**config.mk**
```make
export PLATFORM = sky130hd
export DESIGN_NAME = acd_chop_detect
export DESIGN_NICKNAME = d
export VERILOG_FILES = /design/src/design/acd_pkg.sv /design/src/design/acd_chop_detect.sv
export VERILOG_INCLUDE_DIRS = /design/src /design/src/design
export SDC_FILE = /design/constraint.sdc
export NUM_CORES = 1
export LEC_CHECK = 0
export ABC_AREA = 0
export BUFFER_PORTS_ARGS = -buffer_cell sky130_fd_sc_hd__clkbuf_2
export CAP_MARGIN = 20
export CORE_MARGIN = 3
export CORE_UTILIZATION = 42
export DETAILED_ROUTE_END_ITERATION = 16
export GPL_TIMING_DRIVEN = 0
export MAX_ROUTING_LAYER = met4
export PLACE_DENSITY_LB_ADDON = 0.2
export SYNTH_ARGS = -nofsm -noshare
export SYNTH_HDL_FRONTEND = slang
export SYNTH_SLANG_ARGS = --single-unit
```
**constraint.sdc**
```tcl
create_clock -name ref_clk -period 11.2 [get_ports ref_clk]
set_input_delay 1.68 -clock ref_clk [delete_from_list [all_inputs] [get_ports ref_clk]]
set_output_delay 1.68 -clock ref_clk [all_outputs]
set_load 0.005 [all_outputs]
```
**src/design/acd_defs.svh**
```systemverilog
// constants for the chop, standby and detect controller
// assumes a 50 MHz ref_clk and a byte-addressed register bus
`ifndef ACD_DEFS_SVH
`define ACD_DEFS_SVH
`define ACD_NCH 6
`define ACD_DW 24
`define ACD_CLK_NS 20
// register byte offsets
`define ACD_OFS_CTRL 8'h00
`define ACD_OFS_DET 8'h04
`define ACD_OFS_THR_HI 8'h08
`define ACD_OFS_THR_LO 8'h0C
`define ACD_OFS_CMD 8'h10
`define ACD_OFS_STAT 8'h14
`define ACD_OFS_RESULT 8'h18
// control fields: chop [0], delay [7:4], power [9:8], osr code [14:12], channels [21:16]
`define ACD_CTRL_MASK 32'h003F_73F1
`define ACD_CTRL_RST 32'h003F_3000
// detect fields: hits [2:0], samples [6:4], all channels [8], enable [9]
`define ACD_DET_MASK 32'h0000_0377
`define ACD_DET_RST 32'h0000_0000
`define ACD_CMD_STANDBY 16'h0022
`define ACD_CMD_WAKEUP 16'h0033
`define ACD_START_TICKS 17'h0_002C
`define ACD_WAKE_TICKS 17'h0_0008
`define ACD_CONVERSION_READY_FLAG_LOW 3'h4
`define ACD_RST_PULSE_NS 2000
`define ACD_RST_CYC ((`ACD_RST_PULSE_NS + `ACD_CLK_NS - 1) / `ACD_CLK_NS)
`endif

```
**src/design/acd_pkg.sv**
```systemverilog
// types for the chop, standby and detect controller
// assumes acd_defs.svh on the include path
`include "acd_defs.svh"
package acd_pkg;
  typedef enum logic [6:0] {
    ST_START = 7'h01,
    ST_SETTLE = 7'h02,
    ST_CONV = 7'h04,
    ST_STBY = 7'h08,
    ST_WAKE = 7'h10,
    ST_DET = 7'h20,
    ST_RST = 7'h40
  } acd_mode_e;

  typedef struct packed {
    acd_mode_e st;
    logic [2:0] mclkS;
    logic [2:0] syncS;
    logic [2:0] oscS;
    logic [31:0] ctrl;
    logic [31:0] det;
    logic [23:0] thr;
    logic [16:0] cnt;
    logic [15:0] lowCnt;
    logic pol;
    logic haveFirst;
    logic filtRst;
    logic [23:0] prevConv;
    logic [23:0] result;
    logic [2:0] drdyCnt;
    logic [11:0] sampCnt;
    logic [`ACD_NCH*4-1:0] hits;
    logic bvalid;
    logic [1:0] bresp;
    logic rvalid;
    logic [1:0] rresp;
    logic [31:0] rdata;
  } acd_state_s;
endpackage : acd_pkg

```
**src/design/acd_chop_detect.sv**
```systemverilog
// chop conversion sequencer, standby and current-detect controller
// assumes an AXI4-Lite master on ref_clk and filter results on ref_clk
// Behaviour
// chop on: output combines two opposite-polarity conversions, cancelling offset.
// normal polarity first, then inverted, alternating every conversion.
// each output is the mean of a sliding pair of conversions.
// filter reset on each swap; three conversion periods per settled result.
// settling delay after every swap, set by a four-bit delay field.
// delay code k gives two to the power k+1 modulator periods.
// steady result every delay plus three times oversampling ratio periods.
// falling edge on ready flag for each new chop result.
// chop restarts on sync pin falling edge or ratio change.
// first result after restart takes two full cycles plus 44 periods.
// chop on forces phase calibration off.
// three power levels selected by a two-bit field.
// standby command disables channels, keeps registers; host stops clock.
// wakeup command leaves standby; sampling starts after 8 periods.
// short sync low pulse enters detect, only from standby.
// sync held low beyond reset width resets until released.
// detect converts on internal oscillator, compares absolute value to threshold.
// enough hits give ready falling edge and return to standby.
// 24-bit threshold split over high and low registers.
// three-bit field sets samples per pass, 128 to 3584.
// three-bit field sets hits needed for detection.
// hit means strictly above threshold, counted per enabled channel.
// all-channels bit: every enabled channel must meet, else any one.
// detect enable bit turns detection on or off.
// serial peripheral in mode 1, handled outside this block.
//
// The implementer's own choices: the AXI4-Lite slave port and the register addresses.
`timescale 1ns/1ps
`include "acd_defs.svh"
module acd_chop_detect #(
  parameter int RST_CYC = `ACD_RST_CYC
) (
  input wire logic ref_clk,
  input wire logic sys_rst,
  input wire logic [7:0] awaddr,
  input wire logic awvalid,
  output logic awready,
  input wire logic [31:0] wdata,
  input wire logic [3:0] wstrb,
  input wire logic wvalid,
  output logic wready,
  output logic [1:0] bresp,
  output logic bvalid,
  input wire logic bready,
  input wire logic [7:0] araddr,
  input wire logic arvalid,
  output logic arready,
  output logic [31:0] rdata,
  output logic [1:0] rresp,
  output logic rvalid,
  input wire logic rready,
  input wire logic masterClk,
  input wire logic syncRstN,
  input wire logic oscClk,
  input wire logic [23:0] filtData,
  input wire logic [`ACD_NCH*24-1:0] detData,
  output logic convReadyN,
  output logic chopInvert,
  output logic filterReset,
  output logic phaseCalOff,
  output logic [1:0] powerLevel,
  output logic modRun,
  output logic standbyPowerDown,
  output logic detectOscOn
);
  acd_pkg::acd_state_s r;
  acd_pkg::acd_state_s n;
  logic modTick, oscTick, syncFall, syncRise, wrFire, rdFire, detMet;
  logic [15:0] oversampling_ratio;
  logic [16:0] convLen, delayLen;
  logic [11:0] passLen;
  logic [3:0] hitNeed;
  logic [`ACD_NCH-1:0] chEn, met;
  logic [`ACD_NCH*4-1:0] hitsUpd;
  logic [23:0] avg;
  logic [24:0] diff;

  // ===========================================================
  // helpers
  // byte-lane merge so partial writes leave other fields intact
  function automatic logic [31:0] merge(input logic [31:0] o, input logic [31:0] d,
                                        input logic [3:0] s, input logic [31:0] m);
    logic [31:0] l;
    l = {{8{s[3]}}, {8{s[2]}}, {8{s[1]}}, {8{s[0]}}};
    return ((d & l) | (o & ~l)) & m;
  endfunction : merge

  // samples per detection pass, 128 up to 3584, indexed by the length code
  localparam logic [7:0][11:0] PASS_LEN = {12'hE00, 12'h800, 12'h600, 12'h400, 12'h300,
                                           12'h200, 12'h100, 12'h080};

  // ===========================================================
  // decoded fields and edges
  // edges only from the second synchroniser stage onward
  assign modTick = r.mclkS[1] & ~r.mclkS[2];
  assign oscTick = r.oscS[1] & ~r.oscS[2];
  assign syncFall = r.syncS[2] & ~r.syncS[1];
  assign syncRise = ~r.syncS[2] & r.syncS[1];
  assign oversampling_ratio = 16'h0080 << r.ctrl[14:12];
  assign convLen = r.ctrl[0] ? 17'({1'b0, oversampling_ratio} + {oversampling_ratio, 1'b0}) : {1'b0, oversampling_ratio};
  assign delayLen = 17'h0_0001 << ({1'b0, r.ctrl[7:4]} + 5'h01);
  assign passLen = PASS_LEN[r.det[6:4]];
  assign hitNeed = {1'b0, r.det[2:0]} + 4'h1;
  assign chEn = r.ctrl[21:16];
  // previous conversion normal polarity: prev minus current, else reverse
  assign diff = r.pol ? 25'({r.prevConv[23], r.prevConv} - {filtData[23], filtData})
                      : 25'({filtData[23], filtData} - {r.prevConv[23], r.prevConv});
  assign avg = diff[24:1];

  // ===========================================================
  // per-channel threshold compare and hit counting
  for (genvar c = 0; c < `ACD_NCH; c++)
  begin : g_ch
    logic [23:0] d, mag;
    logic over;
    assign d = detData[24*c +: 24];
    assign mag = d[23] ? 24'(-d) : d;
    assign over = chEn[c] && (mag > r.thr);
    assign hitsUpd[4*c +: 4] = (over && r.hits[4*c +: 4] != 4'hF)
                               ? r.hits[4*c +: 4] + 4'h1 : r.hits[4*c +: 4];
    assign met[c] = chEn[c] && (hitsUpd[4*c +: 4] >= hitNeed);
  end
  // all-channels needs every enabled one, otherwise any one
  assign detMet = r.det[8] ? ((&(met | ~chEn)) && (|chEn)) : (|met);

  // ===========================================================
  // bus handshakes and outputs
  assign wrFire = awvalid && wvalid && !r.bvalid;
  assign rdFire = arvalid && !r.rvalid;
  assign awready = wrFire;
  assign wready = wrFire;
  assign arready = !r.rvalid;
  assign bvalid = r.bvalid;
  assign bresp = r.bresp;
  assign rvalid = r.rvalid;
  assign rresp = r.rresp;
  assign rdata = r.rdata;
  assign convReadyN = (r.drdyCnt == 3'h0);
  assign chopInvert = r.pol;
  assign filterReset = r.filtRst;
  assign phaseCalOff = r.ctrl[0];
  assign powerLevel = r.ctrl[9:8];
  assign modRun = r.st[0] | r.st[1] | r.st[2];
  assign standbyPowerDown = r.st[3] | r.st[4] | r.st[5];
  assign detectOscOn = r.st[5];

  // ===========================================================
  // next-state logic
  always_comb
  begin
    logic osrChg;
    logic isCmd;
    logic [31:0] nv;
    osrChg = 1'b0;
    isCmd = 1'b0;
    nv = 32'h0000_0000;
    n = r;
    n.filtRst = 1'b0;
    n.mclkS = {r.mclkS[1:0], masterClk};
    n.syncS = {r.syncS[1:0], syncRstN};
    n.oscS = {r.oscS[1:0], oscClk};
    if (r.drdyCnt != 3'h0) n.drdyCnt = r.drdyCnt - 3'h1;
    // register writes
    if (r.bvalid && bready) n.bvalid = 1'b0;
    if (wrFire)
    begin
      n.bvalid = 1'b1;
      n.bresp = 2'b00;
      unique case (awaddr)
        `ACD_OFS_CTRL:
        begin
          nv = merge(r.ctrl, wdata, wstrb, `ACD_CTRL_MASK);
          osrChg = nv[14:12] != r.ctrl[14:12];
          n.ctrl = nv;
        end
        `ACD_OFS_DET: n.det = merge(r.det, wdata, wstrb, `ACD_DET_MASK);
        `ACD_OFS_THR_HI: n.thr[23:16] = wstrb[0] ? wdata[7:0] : r.thr[23:16];
        `ACD_OFS_THR_LO: n.thr[15:0] = 16'(merge(32'(r.thr[15:0]), wdata, wstrb, '1));
        `ACD_OFS_CMD: isCmd = 1'b1;
        `ACD_OFS_STAT, `ACD_OFS_RESULT: ;
        default: n.bresp = 2'b10;
      endcase
    end
    // register reads
    if (r.rvalid && rready) n.rvalid = 1'b0;
    if (rdFire)
    begin
      n.rvalid = 1'b1;
      n.rresp = 2'b00;
      unique case (araddr)
        `ACD_OFS_CTRL: n.rdata = r.ctrl;
        `ACD_OFS_DET: n.rdata = r.det;
        `ACD_OFS_THR_HI: n.rdata = {24'h00_0000, r.thr[23:16]};
        `ACD_OFS_THR_LO: n.rdata = {16'h0000, r.thr[15:0]};
        `ACD_OFS_CMD: n.rdata = 32'h0000_0000;
        `ACD_OFS_STAT: n.rdata = {20'h0_0000, r.ctrl[0], r.haveFirst, r.pol, 2'b00, r.st};
        `ACD_OFS_RESULT: n.rdata = {{8{r.result[23]}}, r.result};
        default:
        begin
          n.rdata = 32'h0000_0000;
          n.rresp = 2'b10;
        end
      endcase
    end
    // sync pin low time, used to tell a reset from a pulse
    if (r.syncS[1]) n.lowCnt = 16'h0000;
    else if (r.lowCnt != 16'hFFFF) n.lowCnt = r.lowCnt + 16'h0001;
    // mode machine
    unique case (r.st)
      acd_pkg::ST_START, acd_pkg::ST_SETTLE, acd_pkg::ST_CONV:
      begin
        if (modTick) n.cnt = r.cnt + 17'h0_0001;
        if (r.st == acd_pkg::ST_START && modTick && r.cnt == `ACD_START_TICKS - 17'h0_0001)
        begin
          n.cnt = 17'h0_0000;
          n.st = r.ctrl[0] ? acd_pkg::ST_SETTLE : acd_pkg::ST_CONV;
        end
        if (r.st == acd_pkg::ST_SETTLE && modTick && r.cnt == delayLen - 17'h0_0001)
        begin
          n.cnt = 17'h0_0000;
          n.st = acd_pkg::ST_CONV;
        end
        if (r.st == acd_pkg::ST_CONV && modTick && r.cnt == convLen - 17'h0_0001)
        begin
          n.cnt = 17'h0_0000;
          if (r.ctrl[0])
          begin
            // swap polarity, clear filter, then settle again
            n.prevConv = filtData;
            n.haveFirst = 1'b1;
            n.pol = ~r.pol;
            n.filtRst = 1'b1;
            n.st = acd_pkg::ST_SETTLE;
            if (r.haveFirst)
            begin
              n.result = avg;
              n.drdyCnt = `ACD_CONVERSION_READY_FLAG_LOW;
            end
          end
          else
          begin
            n.result = filtData;
            n.drdyCnt = `ACD_CONVERSION_READY_FLAG_LOW;
          end
        end
        // restart all channels together
        if (r.ctrl[0] && (syncFall || osrChg))
        begin
          n.st = acd_pkg::ST_START;
          n.cnt = 17'h0_0000;
          n.pol = 1'b0;
          n.haveFirst = 1'b0;
          n.filtRst = 1'b1;
        end
        if (isCmd && wdata[15:0] == `ACD_CMD_STANDBY) n.st = acd_pkg::ST_STBY;
      end
      acd_pkg::ST_STBY:
      begin
        n.cnt = 17'h0_0000;
        n.pol = 1'b0;
        n.filtRst = r.pol; // polarity back to normal also clears the filter
        n.haveFirst = 1'b0;
        if (isCmd && wdata[15:0] == `ACD_CMD_WAKEUP) n.st = acd_pkg::ST_WAKE;
        // short pulse only; a long one becomes a reset below
        if (syncRise && r.det[9] && r.lowCnt < 16'(RST_CYC))
        begin
          n.st = acd_pkg::ST_DET;
          n.sampCnt = 12'h000;
          n.hits = '0;
        end
      end
      acd_pkg::ST_WAKE:
      begin
        if (modTick) n.cnt = r.cnt + 17'h0_0001;
        if (modTick && r.cnt == `ACD_WAKE_TICKS - 17'h0_0001)
        begin
          n.cnt = 17'h0_0000;
          n.st = r.ctrl[0] ? acd_pkg::ST_SETTLE : acd_pkg::ST_CONV;
        end
      end
      acd_pkg::ST_DET:
      begin
        if (oscTick)
        begin
          n.hits = hitsUpd;
          n.sampCnt = r.sampCnt + 12'h001;
          if (detMet)
          begin
            n.drdyCnt = `ACD_CONVERSION_READY_FLAG_LOW;
            n.st = acd_pkg::ST_STBY;
          end
          else if (r.sampCnt == passLen - 12'h001)
          begin
            n.sampCnt = 12'h000;
            n.hits = '0;
          end
        end
        if (!r.det[9]) n.st = acd_pkg::ST_STBY;
      end
      acd_pkg::ST_RST:
      begin
        // registers back to defaults once the pin is released
        if (r.syncS[1])
        begin
          n.ctrl = `ACD_CTRL_RST;
          n.det = `ACD_DET_RST;
          n.thr = 24'h00_0000;
          n.result = 24'h00_0000;
          n.st = acd_pkg::ST_START;
          n.cnt = 17'h0_0000;
          n.pol = 1'b0;
          n.haveFirst = 1'b0;
          n.filtRst = r.pol;
        end
      end
    endcase
    if (r.st != acd_pkg::ST_RST && !r.syncS[1] && r.lowCnt >= 16'(RST_CYC))
    begin
      n.st = acd_pkg::ST_RST;
      n.drdyCnt = 3'h0;
    end
  end

  // ===========================================================
  // state register; synchronisers idle high for the sync pin
  always_ff @(posedge ref_clk or posedge sys_rst)
  begin
    if (sys_rst)
    begin
      r <= '0;
      r.st <= acd_pkg::ST_START;
      r.syncS <= 3'h7;
      r.ctrl <= `ACD_CTRL_RST;
      r.det <= `ACD_DET_RST;
    end
    else
    begin
      r <= n;
    end
  end
endmodule : acd_chop_detect

```
==> impl_metrics.ini <==
[logic_synthesis]
synthCells = 2723
yosys.area_share.xor_xnor_pct = 8.54
synth_compound_area_share_pct = 20.7
muxShareOfSynthArea_pct = 4.05
synth-seq-area-share_pct = 28.4
async_flop_share_pct = 100
syn_area_um2 = 23200
ys_ff_latch = 263
synthDistinctLibCells = 90
ys.flop_type = dfrtp_1
ys.warnings.count = 0
synth-simple-area-share_pct = 19.0
synth_top_family_by_area = compound AO/OA/AOI/OAI gates
yosys.area_share.adder_pct = 13.4
syn_avg_cell_area_um2 = 8.53
synth_edf_count = 0

[power]
p_per_area_nw_per_um2 = 105
ir_drop_uv = 118
cellLeakagePower_uw = 0.0121

[floorplan]
dieArea_um2 = 58200
die_w_um = 241
num_rows = 85
fp.dieH_um = 241
start_util_pct = 42.8
core-area_um2 = 54200
io_pins = 280

[global_route]
grt_pass1_vias = 21400
grt_pass1_wl_um = 121000
grt_overflow = 0
antenna_found_initial = 0
grt_max_degree = 102
grtUsageTotal_pct = 27.2

[sta]
worst_slack_ns = 2.01
worst_slew_pin_slew_ns = 0.988
final-hold-violation-count = 0
rsz0062_at_grt = no
slew_viol_final = 0
skew_ns = 0.0140
fin_tns_setup_ns = 0
slew_headroom_pct = 33.3
fmax_ghz = 0.109
timing.final.crit_share_pct = 82.0
min_period_ns = 9.19
setup_viol = 0

[clock_tree]
cts_buffer_depth = 3
ctsHtreeMaxLevel = 1
cts_tree = yes
cts_setup_buffers = 0
path_clk_slew_ns = 0.06
postCtsResizedCells = 0
clk-insertion-delay-late_ns = 0.59
cts_root_buffer = clkbuf_16
cts_sinks = 263
cts-hold-fix-buffers = 0
cts_buffers = 31

[detailed_routing]
route.antenna.remaining_nets = 0
wl_per_cell_um = 21.1
drc_errors = 0
drt_iter0_drc = 1844
vias_per_cell = 5.91
vias = 22100
first_pass_iters = 9
routed_wl_um = 78900

[setup_path]
reg2reg_slack_ns = 4.50
crit_path_end = r[50]
end_kind = flop
max_stage_delay_ns = 0.92
criticalPathCategory = input pin to flop
r2r-end = r[50]
start_kind = input pin
r2r_cells = 19
critPathMaxFanout = 10
required_ns = 11.70
rr_startpoint = r[173]
slowest_stage = o41ai_1
crit_arrival_ns = 9.69
crit_path_start = detData[27]

[flow_run]
max-cap-violations = 0

[placed_design]
placed_cells = 3686
numPortBuffers = 264
pre_cts_slack_ns = 1.58
dpl.hpwl_um = 61600
dpl_cell_area_um2 = 25500
gp_congestion = 0.954

[cells_and_area]
final_util_pct = 49.0
seqCellArea_um2 = 6600
layout_common_cells = 273 x nand2_1, 265 x clkbuf_2, 251 x dfrtp_1, 243 x ha_1, 183 x xnor2_1
layout_commonest_cell = nand2_1
fillers = 5207
multi_input_area_um2 = 15200
area_growth_pct = 14.4
fin_nets = 3500
final_area_um2 = 26600
drive_gt1_share_pct = 13.8
final_cells = 3745

[hold_path]
hold_path_class = flop to flop
min_path_cells = 0

[status]
outcome = complete, no violations
## state kept, by name, indices dropped and copies added, names as in the netlist
signal / count
detectOscOn: 1
rvalid: 1
chEn: 6
phaseCalOff: 1
powerLevel: 2
chopInvert: 1
r: 209
n: 6
bresp: 1
filterReset: 1
rresp: 1
rdata: 32
bvalid: 1
## power breakdown
group / switching [µW] / internal, µW / total [µW]
clock network: 429 / 651 / 1080
logic: 401 / 279 / 680
registers: 31.1 / 985 / 1020
total: 861 / 1920 / 2780
## cell families after synthesis
logic type / after synthesis
mux: 90
xor+xnor: 225
flops: 263
buf+inv: 309
other cells: 2
compound gates: 712
fa+ha+maj: 247
simple gates: 875
## worst min-delay path by stage
stage | start | to
after global placement | n[256] | n[257]
after floorplan | n[250] | n[251]
after detailed placement | n[250] | n[251]
after CTS | n[250] | n[251]
final | n[256] | n[257]
after global routing | n[253] | n[254]
## cells in the mapped netlist (13+ instances only)
library cell | number | area share [%]
nor3_1 | 41 | 0.88
buf_4 | 43 | 1.4
nand3_1 | 84 | 1.8
nor4_1 | 20 | 0.54
o31ai_1 | 42 | 1.4
or4_1 | 29 | 0.94
o21a_1 | 16 | 0.52
a221oi_1 | 13 | 0.49
nor3b_1 | 14 | 0.45
a31oi_1 | 34 | 0.92
nand2_1 | 273 | 4.4
a21o_1 | 94 | 3.0
dfrtp_1 | 251 | 27
or3_1 | 26 | 0.70
a21oi_1 | 146 | 3.1
a22oi_1 | 20 | 0.65
ha_1 | 243 | 13
nand4_1 | 52 | 1.4
a211oi_1 | 17 | 0.55
nand2b_1 | 34 | 0.92
nor2_1 | 157 | 2.5
a211o_1 | 16 | 0.60
inv_1 | 139 | 2.2
xnor2_1 | 183 | 6.9
o41ai_1 | 21 | 0.79
clkbuf_1 | 112 | 1.8
and2_1 | 49 | 1.3
o211ai_1 | 21 | 0.68
o21ai_0 | 158 | 3.4
a222oi_1 | 20 | 0.86
xor2_1 | 41 | 1.5
mux2i_1 | 77 | 3.3
and3_1 | 30 | 0.81
nor2b_1 | 18 | 0.48
## critical path, delay by kind of cell
family,cells,cell delay (ns)
and+or+nand+nor,11,3.07
muxes,1,0.39
adders and majority gates,2,0.57
buffers and inverters,4,1.04
xor gates and xnor gates,1,0.12
AOI/OAI and AO/OA,10,2.82
## stage by stage
| stage | total power (µW) | hold slack (ns) |
|---|---|---|
| 2_1_floorplan | 1490 | 0.331 |
| 3_3_place_gp | 1680 | 0.336 |
| 3_5_place_dp | 1700 | 0.339 |
| 4_1_cts | 2790 | 0.353 |
| 5_1_grt | 2920 | 0.363 |
| 6_report | 2780 | 0.348 |
## metal layers
layer	part of all wire (%)	global-route usage, %	routed length [µm]
met1	44	36.1	34700
met2	45	42.5	35300
met3	7.4	4.10	5870
met4	3.8	9.43	3030
met5	0	-	0
## cell type report
type / count / area share, %
clock buffer: 43 / 3.24
timing repair buffer: 267 / 5.20
multi-input combinational: 2152 / 57.4
clock inverter: 13 / 0.796
buffer: 169 / 3.25
sequential: 263 / 24.8
tap: 696 / 3.28
inverter: 140 / 2.01
antenna: 2 / 0.0188
Power figures use the tool's default switching activity.
